$ cat src/rtl/cbt_defs.svh
// constants for the bit-timing and bus-off recovery block
// assumes an AXI4-Lite slave with 32-bit data and word-aligned registers
`ifndef CBT_DEFS_SVH
`define CBT_DEFS_SVH

// register byte offsets
`define CBT_OFS_CTRL        8'h00
`define CBT_OFS_INFO        8'h04
`define CBT_OFS_ERC         8'h08
`define CBT_OFS_BRP         8'h0C
`define CBT_OFS_BTR         8'h10

// module_control_reg fields
`define CBT_CTRL_MODE_LSB   0
`define CBT_CTRL_MODE_MSB   2
`define CBT_CTRL_CCE_BIT    3
`define CBT_CTRL_PEND_BIT   8

// module_info_reg fields
`define CBT_INFO_JOINW_BIT  0
`define CBT_INFO_BOFF_BIT   4

// bit-rate register fields
`define CBT_BTR_TS1_LSB     0
`define CBT_BTR_TS1_MSB     3
`define CBT_BTR_TS2_LSB     8
`define CBT_BTR_TS2_MSB     10
`define CBT_BTR_SJW_LSB     12
`define CBT_BTR_SJW_MSB     13

// reset values
`define CBT_BRP_RST         8'hFF
`define CBT_BTR_RST         16'h370F
`define CBT_MODE_INIT       3'h0

// recovery counts
`define CBT_IDLE_BITS       4'hB
`define CBT_RECOVERY_COUNT  8'h80

// AXI responses
`define CBT_RESP_OKAY       2'h0
`define CBT_RESP_SLVERR     2'h2

`endif

$ cat src/rtl/cbt_pkg.sv
// types shared by the bit-timing and bus-off recovery block
// assumes cbt_defs.svh carries all numeric constants
package cbt_pkg;

  // segment lengths in time quanta, already decoded from the bit-rate register
  typedef struct packed {
    logic [4:0] ts1_len;
    logic [3:0] ts2_len;
    logic [2:0] sjw;
  } cbt_cfg_s;

  typedef enum logic [1:0] {
    ST_SYNC,
    ST_TS1,
    ST_TS2
  } cbt_seg_e;

endpackage

$ cat src/rtl/cbt_bit_timer.sv
// bit timing engine: segments, sampling, hard sync and resync
// assumes rx is synchronous to aclk and tq_tick is one cycle per quantum
`timescale 1ns/1ps
module cbt_bit_timer import cbt_pkg::*; (
  input  wire logic     aclk,
  input  wire logic     aresetn,
  input  wire logic     tq_tick,
  input  wire logic     rx,
  input  wire logic     hs_en,
  input  wire logic     tx_active,
  input  wire cbt_cfg_s cfg,
  output logic          sample_pulse,
  output logic          rx_bit,
  output logic          bit_start,
  output logic          hard_sync
);

  cbt_seg_e   st_r;
  logic [4:0] cnt_r;
  logic [2:0] ext_r;
  logic [2:0] shr_r;
  logic       rs_done_r;
  logic       rx_prev_r;
  logic       rx_bit_r;
  logic       sample_r;
  logic       bstart_r;

  // =====================================================
  // edge classification
  logic       fall;
  logic       chg;
  logic       resync;
  logic [4:0] ts1_last;
  logic       ts1_end;
  logic       ts2_end;
  logic [4:0] err_pos;
  logic [4:0] err_neg;
  logic [2:0] ext_new;
  logic       neg_small;

  assign fall      = rx_prev_r & ~rx;
  assign chg       = rx_prev_r ^ rx;
  assign hard_sync = fall & hs_en;
  // transmit timing never follows other nodes
  assign resync    = chg & ~hs_en & ~tx_active & rx_bit_r & ~rs_done_r;
  assign ts1_last  = 5'(cfg.ts1_len + 5'(ext_r) - 5'd1);
  assign ts1_end   = (cnt_r == ts1_last);
  assign ts2_end   = (5'(cnt_r + 5'(shr_r)) >= 5'(cfg.ts2_len - 4'd1));
  assign err_pos   = 5'(cnt_r + 5'd1);
  assign err_neg   = 5'(5'(cfg.ts2_len) - cnt_r);
  assign ext_new   = (err_pos < 5'(cfg.sjw)) ? err_pos[2:0] : cfg.sjw;
  assign neg_small = (err_neg <= 5'(cfg.sjw));

  assign sample_pulse = sample_r;
  assign rx_bit       = rx_bit_r;
  assign bit_start    = bstart_r;

  // =====================================================
  // segment sequencer
  always_ff @(posedge aclk) begin
    if (!aresetn) begin
      st_r      <= ST_SYNC;
      cnt_r     <= 5'h00;
      ext_r     <= 3'h0;
      shr_r     <= 3'h0;
      rs_done_r <= 1'b0;
      rx_prev_r <= 1'b1;
      rx_bit_r  <= 1'b1;
      sample_r  <= 1'b0;
      bstart_r  <= 1'b0;
    end else begin
      rx_prev_r <= rx;
      sample_r  <= 1'b0;
      bstart_r  <= 1'b0;
      if (hard_sync) begin
        st_r      <= ST_SYNC;
        cnt_r     <= 5'h00;
        ext_r     <= 3'h0;
        shr_r     <= 3'h0;
        rs_done_r <= 1'b1;
        bstart_r  <= 1'b1;
      end else if (resync && st_r == ST_TS1) begin
        ext_r     <= ext_new;
        rs_done_r <= 1'b1;
      end else if (resync && st_r == ST_TS2) begin
        rs_done_r <= ~neg_small;
        if (neg_small) begin
          st_r     <= ST_SYNC;
          cnt_r    <= 5'h00;
          bstart_r <= 1'b1;
        end else begin
          shr_r <= cfg.sjw;
        end
      end else if (tq_tick) begin
        unique case (st_r)
          ST_SYNC: begin
            st_r  <= ST_TS1;
            cnt_r <= 5'h00;
          end
          ST_TS1: begin
            if (ts1_end) begin
              st_r     <= ST_TS2;
              cnt_r    <= 5'h00;
              sample_r <= 1'b1;
              rx_bit_r <= rx;
            end else begin
              cnt_r <= cnt_r + 5'h01;
            end
          end
          ST_TS2: begin
            if (ts2_end) begin
              st_r      <= ST_SYNC;
              cnt_r     <= 5'h00;
              ext_r     <= 3'h0;
              shr_r     <= 3'h0;
              rs_done_r <= 1'b0;
              bstart_r  <= 1'b1;
            end else begin
              cnt_r <= cnt_r + 5'h01;
            end
          end
        endcase
      end
    end
  end

endmodule

$ cat src/rtl/cbt_prescaler.sv
// time-quantum prescaler
// assumes brp holds the division ratio minus one
`timescale 1ns/1ps
module cbt_prescaler import cbt_pkg::*; (
  input  wire logic       aclk,
  input  wire logic       aresetn,
  input  wire logic [7:0] brp,
  input  wire logic       restart,
  output logic            tq_tick
);

  logic [7:0] cnt_r;
  logic       last;

  // =====================================================
  // divider
  assign last    = (cnt_r == brp);
  assign tq_tick = last & ~restart;

  always_ff @(posedge aclk) begin
    if (!aresetn) begin
      cnt_r <= 8'h00;
    end else if (restart || last) begin
      cnt_r <= 8'h00;
    end else begin
      cnt_r <= cnt_r + 8'h01;
    end
  end

endmodule

$ cat src/rtl/cbt_top.sv
// CAN bit timing and bus-off recovery controller with AXI4-Lite registers
// assumes an external transceiver on can_tx/can_rx and a protocol layer
// that reports bus-off entry, transmit activity and interframe space
//
// How it works
// - forced bus-off exit works whatever the bus does: init request, then operation request with clear_error_counters
// - that combined request skips the recovery sequence and enters the mode at once
// - after a forced exit the node joins only after 11 recessive bits
// - clear_error_counters in init resets the error register and the info bus-off bit (not the join-wait bit), then reads zero
// - clear_error_counters in an operation mode leaves both registers untouched
// - a bit is sync quantum, then segment one, then segment two; 8 to 25 quanta (the segment ranges allow 4 to 25)
// - segment one is propagation plus phase one; segment two is phase two
// - segment one spans 2 to 16 quanta
// - segment two spans 1 to 8 quanta; keep it below segment one
// - no processing quanta after the sample point
// - jump width spans 1 to 4 quanta
// - falling edge in interframe space hard-syncs: edge quantum becomes sync
// - resync during reception only when the last sampled bit was recessive
// - phase error zero in sync, positive before, negative after the sample point
// - positive error stretches phase one, negative shrinks phase two, by jump width
// - a transmitter keeps its own timing and never resyncs
// - normal recovery holds the mode request until 128 runs of 11 recessive bits
// - an init request is taken at once and the mode field reads 000
// - while bus-off the transmit pin stays recessive
`timescale 1ns/1ps
`include "cbt_defs.svh"
module cbt_top import cbt_pkg::*; (
  input  wire logic        aclk,
  input  wire logic        aresetn,
  input  wire logic [7:0]  s_axi_awaddr,
  input  wire logic        s_axi_awvalid,
  output logic             s_axi_awready,
  input  wire logic [31:0] s_axi_wdata,
  input  wire logic [3:0]  s_axi_wstrb,
  input  wire logic        s_axi_wvalid,
  output logic             s_axi_wready,
  output logic [1:0]       s_axi_bresp,
  output logic             s_axi_bvalid,
  input  wire logic        s_axi_bready,
  input  wire logic [7:0]  s_axi_araddr,
  input  wire logic        s_axi_arvalid,
  output logic             s_axi_arready,
  output logic [31:0]      s_axi_rdata,
  output logic [1:0]       s_axi_rresp,
  output logic             s_axi_rvalid,
  input  wire logic        s_axi_rready,
  input  wire logic        can_rx,
  output logic             can_tx,
  input  wire logic        tx_bit,
  input  wire logic        tx_active,
  input  wire logic        bus_idle,
  input  wire logic        busoff_enter,
  output logic             sample_pulse,
  output logic             rx_bit,
  output logic             bit_start,
  output logic             bus_joined
);

  // =====================================================
  // register state
  logic [2:0]  mode_r;
  logic        pend_r;
  logic [2:0]  req_mode_r;
  logic        busoff_r;
  logic [7:0]  rec_r;
  logic        join_wait_r;
  logic [3:0]  run_r;
  logic [7:0]  brp_r;
  logic [15:0] btr_r;
  logic        tx_r;

  // =====================================================
  // AXI write channel
  logic        aw_held_r;
  logic [7:0]  aw_addr_r;
  logic        w_held_r;
  logic [31:0] w_data_r;
  logic [3:0]  w_strb_r;
  logic        bvalid_r;
  logic [1:0]  bresp_r;
  logic        wr_fire;
  logic        wr_hit_ctrl;
  logic        wr_hit_brp;
  logic        wr_hit_btr;
  logic        wr_mapped;

  assign s_axi_awready = ~aw_held_r & ~bvalid_r;
  assign s_axi_wready  = ~w_held_r & ~bvalid_r;
  assign s_axi_bvalid  = bvalid_r;
  assign s_axi_bresp   = bresp_r;
  assign wr_fire       = aw_held_r & w_held_r & ~bvalid_r;
  assign wr_hit_ctrl   = wr_fire & (aw_addr_r == `CBT_OFS_CTRL);
  assign wr_hit_brp    = wr_fire & (aw_addr_r == `CBT_OFS_BRP);
  assign wr_hit_btr    = wr_fire & (aw_addr_r == `CBT_OFS_BTR);
  assign wr_mapped     = (aw_addr_r == `CBT_OFS_CTRL) | (aw_addr_r == `CBT_OFS_INFO) |
                         (aw_addr_r == `CBT_OFS_ERC) | (aw_addr_r == `CBT_OFS_BRP) |
                         (aw_addr_r == `CBT_OFS_BTR);

  always_ff @(posedge aclk) begin
    if (!aresetn) begin
      aw_held_r <= 1'b0;
      aw_addr_r <= 8'h00;
    end else if (s_axi_awvalid && s_axi_awready) begin
      aw_held_r <= 1'b1;
      aw_addr_r <= {s_axi_awaddr[7:2], 2'b00};
    end else if (wr_fire) begin
      aw_held_r <= 1'b0;
    end
  end

  always_ff @(posedge aclk) begin
    if (!aresetn) begin
      w_held_r <= 1'b0;
      w_data_r <= 32'h0000_0000;
      w_strb_r <= 4'h0;
    end else if (s_axi_wvalid && s_axi_wready) begin
      w_held_r <= 1'b1;
      w_data_r <= s_axi_wdata;
      w_strb_r <= s_axi_wstrb;
    end else if (wr_fire) begin
      w_held_r <= 1'b0;
    end
  end

  always_ff @(posedge aclk) begin
    if (!aresetn) begin
      bvalid_r <= 1'b0;
      bresp_r  <= `CBT_RESP_OKAY;
    end else if (wr_fire) begin
      bvalid_r <= 1'b1;
      bresp_r  <= wr_mapped ? `CBT_RESP_OKAY : `CBT_RESP_SLVERR;
    end else if (s_axi_bready) begin
      bvalid_r <= 1'b0;
    end
  end

  // =====================================================
  // control write decode
  logic       in_init;
  logic       ctrl_we;
  logic [2:0] wr_mode;
  logic       wr_cce;
  logic       req_init;
  logic       req_op;
  logic       forced_exit;
  logic       clr_counters;
  logic       cfg_we;

  assign in_init      = (mode_r == `CBT_MODE_INIT);
  assign ctrl_we      = wr_hit_ctrl & w_strb_r[0];
  assign wr_mode      = w_data_r[`CBT_CTRL_MODE_MSB:`CBT_CTRL_MODE_LSB];
  assign wr_cce       = w_data_r[`CBT_CTRL_CCE_BIT];
  assign req_init     = ctrl_we & (wr_mode == `CBT_MODE_INIT);
  assign req_op       = ctrl_we & (wr_mode != `CBT_MODE_INIT) & in_init;
  // combined operation request and clear from init skips recovery
  assign forced_exit  = req_op & wr_cce & busoff_r;
  assign clr_counters = ctrl_we & wr_cce & in_init;
  assign cfg_we       = in_init;

  // =====================================================
  // bit-rate configuration, writable in init only
  always_ff @(posedge aclk) begin
    if (!aresetn) begin
      brp_r <= `CBT_BRP_RST;
    end else if (wr_hit_brp && w_strb_r[0] && cfg_we) begin
      brp_r <= w_data_r[7:0];
    end
  end

  always_ff @(posedge aclk) begin
    if (!aresetn) begin
      btr_r <= `CBT_BTR_RST;
    end else if (wr_hit_btr && cfg_we) begin
      if (w_strb_r[0]) btr_r[7:0] <= w_data_r[7:0];
      if (w_strb_r[1]) btr_r[15:8] <= w_data_r[15:8];
    end
  end

  // segment one code 0 would give one quantum, so it is lifted to two
  logic [3:0] ts1_code;
  cbt_cfg_s   cfg;

  assign ts1_code    = btr_r[`CBT_BTR_TS1_MSB:`CBT_BTR_TS1_LSB];
  assign cfg.ts1_len = (ts1_code == 4'h0) ? 5'd2 : 5'({1'b0, ts1_code} + 5'd1);
  assign cfg.ts2_len = 4'({1'b0, btr_r[`CBT_BTR_TS2_MSB:`CBT_BTR_TS2_LSB]} + 4'd1);
  assign cfg.sjw     = 3'({1'b0, btr_r[`CBT_BTR_SJW_MSB:`CBT_BTR_SJW_LSB]} + 3'd1);

  // =====================================================
  // bit timing
  logic tq_tick;
  logic hard_sync;

  cbt_prescaler u_presc (
    .aclk    (aclk),
    .aresetn (aresetn),
    .brp     (brp_r),
    .restart (hard_sync),
    .tq_tick (tq_tick)
  );

  cbt_bit_timer u_timer (
    .aclk         (aclk),
    .aresetn      (aresetn),
    .tq_tick      (tq_tick),
    .rx           (can_rx),
    .hs_en        (bus_idle),
    .tx_active    (tx_active),
    .cfg          (cfg),
    .sample_pulse (sample_pulse),
    .rx_bit       (rx_bit),
    .bit_start    (bit_start),
    .hard_sync    (hard_sync)
  );

  // =====================================================
  // recessive run detection
  logic run_done;

  assign run_done = sample_pulse & rx_bit & (run_r == 4'(`CBT_IDLE_BITS - 4'h1));

  always_ff @(posedge aclk) begin
    if (!aresetn) begin
      run_r <= 4'h0;
    end else if (sample_pulse || req_op) begin
      run_r <= (req_op || !rx_bit || run_done) ? 4'h0 : run_r + 4'h1;
    end
  end

  // =====================================================
  // mode and bus-off control
  logic       rec_full;
  logic [7:0] rec_inc;

  assign rec_inc  = rec_r + 8'h01;
  assign rec_full = pend_r & run_done & (rec_inc == `CBT_RECOVERY_COUNT);

  always_ff @(posedge aclk) begin
    if (!aresetn) begin
      mode_r      <= `CBT_MODE_INIT;
      pend_r      <= 1'b0;
      req_mode_r  <= `CBT_MODE_INIT;
      busoff_r    <= 1'b0;
      rec_r       <= 8'h00;
      join_wait_r <= 1'b0;
    end else begin
      if (req_init) begin
        mode_r <= `CBT_MODE_INIT;
        pend_r <= 1'b0;
      end else if (forced_exit) begin
        mode_r      <= wr_mode;
        busoff_r    <= 1'b0;
        rec_r       <= 8'h00;
        join_wait_r <= 1'b1;
      end else if (req_op && busoff_r) begin
        pend_r     <= 1'b1;
        req_mode_r <= wr_mode;
        rec_r      <= 8'h00;
      end else if (ctrl_we) begin
        mode_r <= wr_mode;
      end else if (rec_full) begin
        mode_r   <= req_mode_r;
        pend_r   <= 1'b0;
        busoff_r <= 1'b0;
        rec_r    <= 8'h00;
      end else if (pend_r && run_done) begin
        rec_r <= rec_inc;
      end
      if (clr_counters && !forced_exit) begin
        rec_r    <= 8'h00;
        busoff_r <= 1'b0;
        pend_r   <= 1'b0;
      end
      if (join_wait_r && run_done) begin
        join_wait_r <= 1'b0;
      end
      if (busoff_enter) begin
        busoff_r    <= 1'b1;
        pend_r      <= 1'b0;
        join_wait_r <= 1'b0;
      end
    end
  end

  // =====================================================
  // transmit pin
  logic tx_cut;

  assign tx_cut     = busoff_r | in_init | join_wait_r;
  assign bus_joined = ~tx_cut;
  assign can_tx     = tx_r;

  always_ff @(posedge aclk) begin
    if (!aresetn) begin
      tx_r <= 1'b1;
    end else begin
      tx_r <= tx_cut ? 1'b1 : tx_bit;
    end
  end

  // =====================================================
  // AXI read channel
  logic        rvalid_r;
  logic [31:0] rdata_r;
  logic [1:0]  rresp_r;
  logic [7:0]  rd_addr;
  logic [31:0] rd_ctrl;
  logic [31:0] rd_info;
  logic [31:0] rd_mux;
  logic        rd_mapped;

  assign s_axi_arready = ~rvalid_r;
  assign s_axi_rvalid  = rvalid_r;
  assign s_axi_rdata   = rdata_r;
  assign s_axi_rresp   = rresp_r;
  assign rd_addr       = {s_axi_araddr[7:2], 2'b00};
  // clear_error_counters always reads back zero
  assign rd_ctrl       = {23'h0, pend_r, 5'h00, mode_r};
  assign rd_info       = {27'h0, busoff_r, 3'h0, join_wait_r};
  assign rd_mapped     = (rd_addr == `CBT_OFS_CTRL) | (rd_addr == `CBT_OFS_INFO) |
                         (rd_addr == `CBT_OFS_ERC) | (rd_addr == `CBT_OFS_BRP) |
                         (rd_addr == `CBT_OFS_BTR);
  assign rd_mux        = (rd_addr == `CBT_OFS_CTRL) ? rd_ctrl :
                         (rd_addr == `CBT_OFS_INFO) ? rd_info :
                         (rd_addr == `CBT_OFS_ERC)  ? {25'h0, rec_r[6:0]} :
                         (rd_addr == `CBT_OFS_BRP)  ? {24'h0, brp_r} :
                         (rd_addr == `CBT_OFS_BTR)  ? {16'h0, btr_r} : 32'h0000_0000;

  always_ff @(posedge aclk) begin
    if (!aresetn) begin
      rvalid_r <= 1'b0;
      rdata_r  <= 32'h0000_0000;
      rresp_r  <= `CBT_RESP_OKAY;
    end else if (s_axi_arvalid && s_axi_arready) begin
      rvalid_r <= 1'b1;
      rdata_r  <= rd_mux;
      rresp_r  <= rd_mapped ? `CBT_RESP_OKAY : `CBT_RESP_SLVERR;
    end else if (s_axi_rready) begin
      rvalid_r <= 1'b0;
    end
  end

endmodule

$ cat config.mk
export PLATFORM = sky130hd
export DESIGN_NAME = cbt_top
export DESIGN_NICKNAME = d
export VERILOG_FILES = /design/src/rtl/cbt_pkg.sv /design/src/rtl/cbt_bit_timer.sv /design/src/rtl/cbt_prescaler.sv /design/src/rtl/cbt_top.sv
export VERILOG_INCLUDE_DIRS = /design/src /design/src/rtl
export SDC_FILE = /design/constraint.sdc
export NUM_CORES = 1
export LEC_CHECK = 0
export BUFFER_PORTS_ARGS = -buffer_cell sky130_fd_sc_hd__buf_2
export CAP_MARGIN = 10
export CORE_UTILIZATION = 45
export CTS_BUF_LIST = sky130_fd_sc_hd__clkbuf_16
export DETAILED_ROUTE_END_ITERATION = 8
export HOLD_SLACK_MARGIN = 0.08
export PLACE_DENSITY_LB_ADDON = 0.25
export SLEW_MARGIN = 20
export SYNTH_ARGS = -nofsm -noshare
export SYNTH_HDL_FRONTEND = slang
export SYNTH_SLANG_ARGS = --single-unit
$ cat constraint.sdc
create_clock -name aclk -period 4.05 [get_ports aclk]
set_input_delay 0.81 -clock aclk [delete_from_list [all_inputs] [get_ports aclk]]
set_output_delay 0.81 -clock aclk [all_outputs]
set_load 0.02 [all_outputs]
# Yosys cells after proc, flatten, opt, wreduce, memory -nomap -nowiden
# Index checks and enable logic that the tools add are counted.
[word_totals]
regBits = 136
inputBits = 64
out_inout_bits = 46
[op_classes]
n_addsub = 12
order_cmp = 3
eq_ne = 25
muxes = 67
n_bitwise = 55
reduce_logical = 64
[op_table]
columns = ["cell", "count"]
rows = [
  ["$mux W16", 5],
  ["$mux W8", 5],
  ["$mux W3", 12],
  ["$mux W5", 6],
  ["$mux W1", 29],
  ["$and A1 B1 Y1", 26],
  ["$eq A6 B2 Y1 const B", 4],
  ["$reduce_bool A2 Y1", 11],
  ["$reduce_bool A4 Y1", 5],
  ["$not A1 Y1", 18],
  ["$add A8 B1 Y8 const B", 2],
  ["$logic_not A8 Y1", 2],
  ["$pmux W5 S3", 1],
  ["$reduce_and A3 Y1", 5],
  ["$mux W2", 7],
  ["$eq A6 B1 Y1 const B", 2],
  ["$eq A6 B3 Y1 const B", 2],
  ["$logic_and A1 B1 Y1", 12],
  ["$add A5 B3 Y5", 2],
  ["$or A1 B1 Y1", 10],
  ["$reduce_and A5 Y1", 2],
  ["$reduce_or A2 Y1", 5],
  ["$ne A3 B2 Y1 const B", 3],
  ["$eq A8 B8 Y1", 1],
  ["other kinds (36)", 49],
]

# Logic depth before layout (Yosys ltp)
[logic_depth]
word_depth = 12
depth_mapped = 16

# Hierarchy
# Synthesis repeated with hierarchy kept, for this count alone.
[hier_totals]
hier_cells = 740
area_unflattened_um2 = 6451.2
[modules_own_cells]
columns = ["mod", "instances", "cells_per_inst", "area_each_um2", "seq_area_each_um2"]
rows = [
  ["cbt_top", 1, 489, 4236.6, 1841.8],
  ["cbt_bit_timer", 1, 204, 1735.4, 360.3],
  ["cbt_prescaler", 1, 47, 479.2, 160.2],
]

# Worst setup path before layout
# Ideal clock, no wire load.
[synth_path]
path_kind = "register to register"
startpoint = "register btr_r[0]"
endpoint = "register u_timer.cnt_r[2]"
t_arrival_ps = 3127
required_ps = 3976
path_slack_ps = 849
path_stages_with_launch = 16
synth_period_minus_slack_ps = 3201
path_cell_list = "dfxtp_1 inv_1 ha_1 nand2b_1 nand2_1 mux2_2 ha_1 inv_1 ha_1 and3_1 or3_4 a211oi_2 o31ai_2 a221oi_4 nand4_1 a31oi_1"
[synth_via]
elab_chain_len = 9
[synth_rtl]
columns = ["item", "line", "rtl"]
rows = [
  ["start: declaration", "cbt_top.sv:69", "logic [15:0] btr_r;"],
  ["start signal: assignment", "cbt_top.sv:172", "btr_r <= `CBT_BTR_RST;"],
  ["start signal: assignment", "cbt_top.sv:174", "if (w_strb_r[0]) btr_r[7:0] <= w_data_r[7:0];"],
  ["$add A4 B1 Y5 or $logic_not A4 Y1 (tied branches)", "cbt_top.sv:184", "assign cfg.ts1_len = (ts1_code == 4'h0) ? 5'd2 : 5'({1'b0, ts1_code} + 5'd1);"],
  ["$mux W5 *", "cbt_top.sv:184", ""],
  ["$add A5 B3 Y5 *", "cbt_bit_timer.sv:46", "assign ts1_last = 5'(cfg.ts1_len + 5'(ext_r) - 5'd1);"],
  ["$sub A5 B1 Y5 *", "cbt_bit_timer.sv:46", ""],
  ["$eq A5 B5 Y1 *", "cbt_bit_timer.sv:47", "assign ts1_end = (cnt_r == ts1_last);"],
  ["$mux W5 *", "cbt_bit_timer.sv:101", "if (ts1_end) begin"],
  ["$pmux W5 S3 *", "cbt_bit_timer.sv:95", "unique case (st_r)"],
  ["$mux W5 *", "cbt_bit_timer.sv:94", "end else if (tq_tick) begin"],
  ["$mux W5 *", "cbt_bit_timer.sv:85", "end else if (resync && st_r == ST_TS2) begin"],
  ["end signal: assignment", "cbt_bit_timer.sv:107", "cnt_r <= cnt_r + 5'h01;"],
  ["end signal: assignment", "cbt_bit_timer.sv:119", "cnt_r <= cnt_r + 5'h01;"],
  ["end: declaration", "cbt_bit_timer.sv:19", "logic [4:0] cnt_r;"],
]
# Mark *: on every way between the ends. The rest lies on a longest branch, timed or not. The select of a mux whose other input is x is not followed.
# A chain may end at the register's enable or synchronous reset.

# Worst setup path after layout
# Same ends and word-level chain as after synthesis.

==> flow_metrics.py <==
metrics = {
    "run_status": {
        "outcome": "finished, final reports clean",
    },
    "final_layout": {
        "syn_to_final_growth_pct": 14.70,
        "mostFrequentLayoutCell": "dfxtp_1",
        "layout.cells.non_filler": 1004,
        "nets": 915,
        "drive_above_1_share": 0.1566,
        "antenna_cells": 0,
        "fillers": 1287,
        "most-common-layout-cells": "118 x dfxtp_1, 103 x nand2_1, 69 x buf_2",
    },
    "critical_path": {
        "r2r_cells": 15,
        "cp-end-kind": "register",
        "cp_max_fo": 7,
        "worst_ep_required_time_ps": 4390,
        "worst-setup-path-type": "register to register",
        "worstPathArrival_ps": 3940,
        "start_kind": "register",
        "worst_r2r_endpoint": "u_timer.cnt_r[2]",
        "r2r_setup_slack_ps": 450,
        "reg2reg_from": "btr_r[0]",
    },
    "sta": {
        "hold_ws_ps": 449.1,
        "setup_viol": 0,
        "period_share": 0.8887,
        "setup-tns-final_ps": 0,
        "fin_skew_ps": 11.57,
        "fmax_mhz": 277.8,
        "slew_viol_final": 0,
        "rsz0062_at_grt": "no",
        "worst_pin_slew_ps": 936.7,
        "hold_viol": 0,
        "slew_headroom": 0.3742,
        "period_needed_ps": 3599,
    },
    "detailed_routing": {
        "drt-initial-drc-count": 365,
        "wl_per_cell_um": 15.79,
        "drtAntennaViolNets": 0,
        "drt-total-wl_um": 15850,
        "drc": 0,
        "vias": 5537,
        "dr.pass1.iters": 5,
        "viasPerCell": 5.515,
    },
    "cts": {
        "cts-resized-gates": 0,
        "htreeDepth": 4,
        "clk_pin_slew_ps": 60,
        "numCtsBuffers": 17,
        "clkLatencyLatePin_ps": 410,
        "postCtsSetupBuffers": 0,
        "clock_sinks": 118,
        "cts_hold_buf": 0,
        "cts_root_buf": "clkbuf_16",
        "cts_tree": "done",
        "cts_buffer_depth": 2,
    },
    "power": {
        "p_per_area_mw_per_mm2": 391.8,
        "seq_power_share": 0.422,
        "power.net_switching_mw": 0.7274,
        "internal-power_mw": 2.169,
        "comb_power_share": 0.072,
        "switching_share": 0.2512,
        "clockPowerShare": 0.507,
        "vdd_drop_max_v": 0.0002538,
        "p_leak_nw": 3.245,
        "p_total_mw": 2.896,
    },
    "floorplan": {
        "coreArea_sq_mm": 0.01393,
        "start_util": 0.4625,
        "dieArea_sq_mm": 0.01480,
        "rows": 43,
        "boundaryPins": 110,
        "fp.dieW_um": 121.7,
        "die_h_um": 121.7,
    },
    "synthesis": {
        "synth.distinct_cells": 67,
        "synth_area_per_cell_sq_um": 8.593,
        "synth-edff-count": 0,
        "yosysSeqAreaShare": 0.3665,
        "netlist_area_sq_mm": 0.006445,
        "ys_seq_elements": 118,
        "synthFlopType": "dfxtp_1",
        "postSynthCellCount": 750,
        "yosysWarnings": 0,
        "async_flop_share": 0,
    },
    "global_routing": {
        "grt_first_pass_wirelength_um": 26130,
        "grt_pass1_vias": 5337,
        "grt-ovfl-total": 0,
        "grt_max_degree": 60,
        "grt_util_all_layers": 0.2255,
        "antenna_found_initial": 0,
    },
    "placed_design": {
        "gp_congestion": 0.8588,
        "dp_cells": 972,
        "io_buffer_count": 69,
        "post-dp-hpwl_um": 11570,
    },
    "worst_hold_path": {
        "hp-class": "register to register",
        "min_from": "s_axi_rdata[10]",
        "hold-path-cell-count": 2,
        "holdPathEnd": "s_axi_rdata[10]",
    },
    "flow_run": {
        "drv_cap": 0,
    },
}
-- registers in the layout, indices dropped and copies added, names as in the netlist, 2 cells and up --
name / cells
w_data_r: 16
w_strb_r: 2
u_timer.shr_r: 3
u_presc.cnt_r: 8
brp_r: 8
u_timer.st_r: 2
req_mode_r: 3
mode_r: 3
btr_r: 16
u_timer.cnt_r: 5
s_axi_rdata: 16
aw_addr_r: 6
u_timer.ext_r: 3
rec_r: 8
run_r: 4
-- metal layers --
layer  track usage  wire [um]
met5             0          0
met4       0.08796        354
met1        0.2857       7090
met3       0.04307        850
met2        0.3771       7554
-- worst max-delay path, stage by stage, from the launching register on --
cell and delay (ps):
dfxtp_1 430, inv_1 90, ha_1 210, nand2b_1 120, nand2_1 60, mux2_2 270, ha_1 270, inv_1 70
ha_1 290, and3_1 180, or3_4 370, a211oi_2 280, o31ai_2 140, a221oi_4 410, nand4_1 160, a31oi_1 180
-- cell families after synthesis --
family                   share of synthesized area
AO/OA/AOI/OAI                               0.1404
XOR/XNOR                                   0.05028
flip-flops                                  0.3665
AND/OR/NAND/NOR                             0.2240
adder cells (fa/ha/maj)                    0.08115
multiplexers                               0.07280
buffers and inverters                      0.06426
other                                    0.0005819
-- final cells by class --
type	instances	area, sq um	share of cell area
Timing Repair Buffer	73	375.4	0.05078
Multi-Input combinational cell	570	3732	0.5049
Clock buffer	17	425.4	0.05755
Inverter	31	116.4	0.01574
Clock inverter	15	155.1	0.02099
Tap cell	180	225.2	0.03047
Sequential cell	118	2362	0.3196
-- cells in the mapped netlist, types with 11 or more instances --
cell / instances / area, sq um
nand2_1: 103 / 386.6
buf_4: 21 / 157.7
nand3_1: 29 / 145.1
mux2i_1: 39 / 390.4
xnor2_1: 12 / 105.1
nor2_1: 63 / 236.5
xor2_1: 25 / 219.0
ha_1: 37 / 462.9
clkbuf_1: 20 / 75.07
inv_1: 30 / 112.6
a21oi_1: 47 / 235.2
o21ai_0: 24 / 120.1
nor3_1: 20 / 100.1
and2_1: 11 / 68.82
dfxtp_1: 118 / 2362
-- worst max-delay path by stage --
stage,from,to,slack (ps)
global placement,btr_r[0],u_timer.cnt_r[2],670
detailed placement,btr_r[0],u_timer.cnt_r[2],500
CTS,btr_r[0],u_timer.cnt_r[2],490
finish,btr_r[0],u_timer.cnt_r[2],450
floorplan,btr_r[0],u_timer.cnt_r[2],850
global route,btr_r[0],u_timer.cnt_r[2],200
-- power by group through the flow --
stage / Clock, mW / Combinational (mW) / Sequential [mW]
after global placement: 0 / 0.202 / 1.24
after global routing: 1.54 / 0.227 / 1.22
after floorplan: 0 / 0.145 / 1.25
after CTS: 1.49 / 0.208 / 1.22
final: 1.47 / 0.207 / 1.22
after detailed placement: 0 / 0.207 / 1.25
-- metrics by stage --
step | area, sq um | setup slack [ps] | util
final | 7392 | 450.6 | 0.5305
after global routing | 7392 | 196.3 | 0.5305
after CTS | 7392 | 488.9 | 0.5305
after detailed placement | 6812 | 498.1 | 0.4888
after global placement | 6812 | 667.2 | 0.4888
after floorplan | 6509 | 849.1 | -
(Power assumes the default switching activity.)
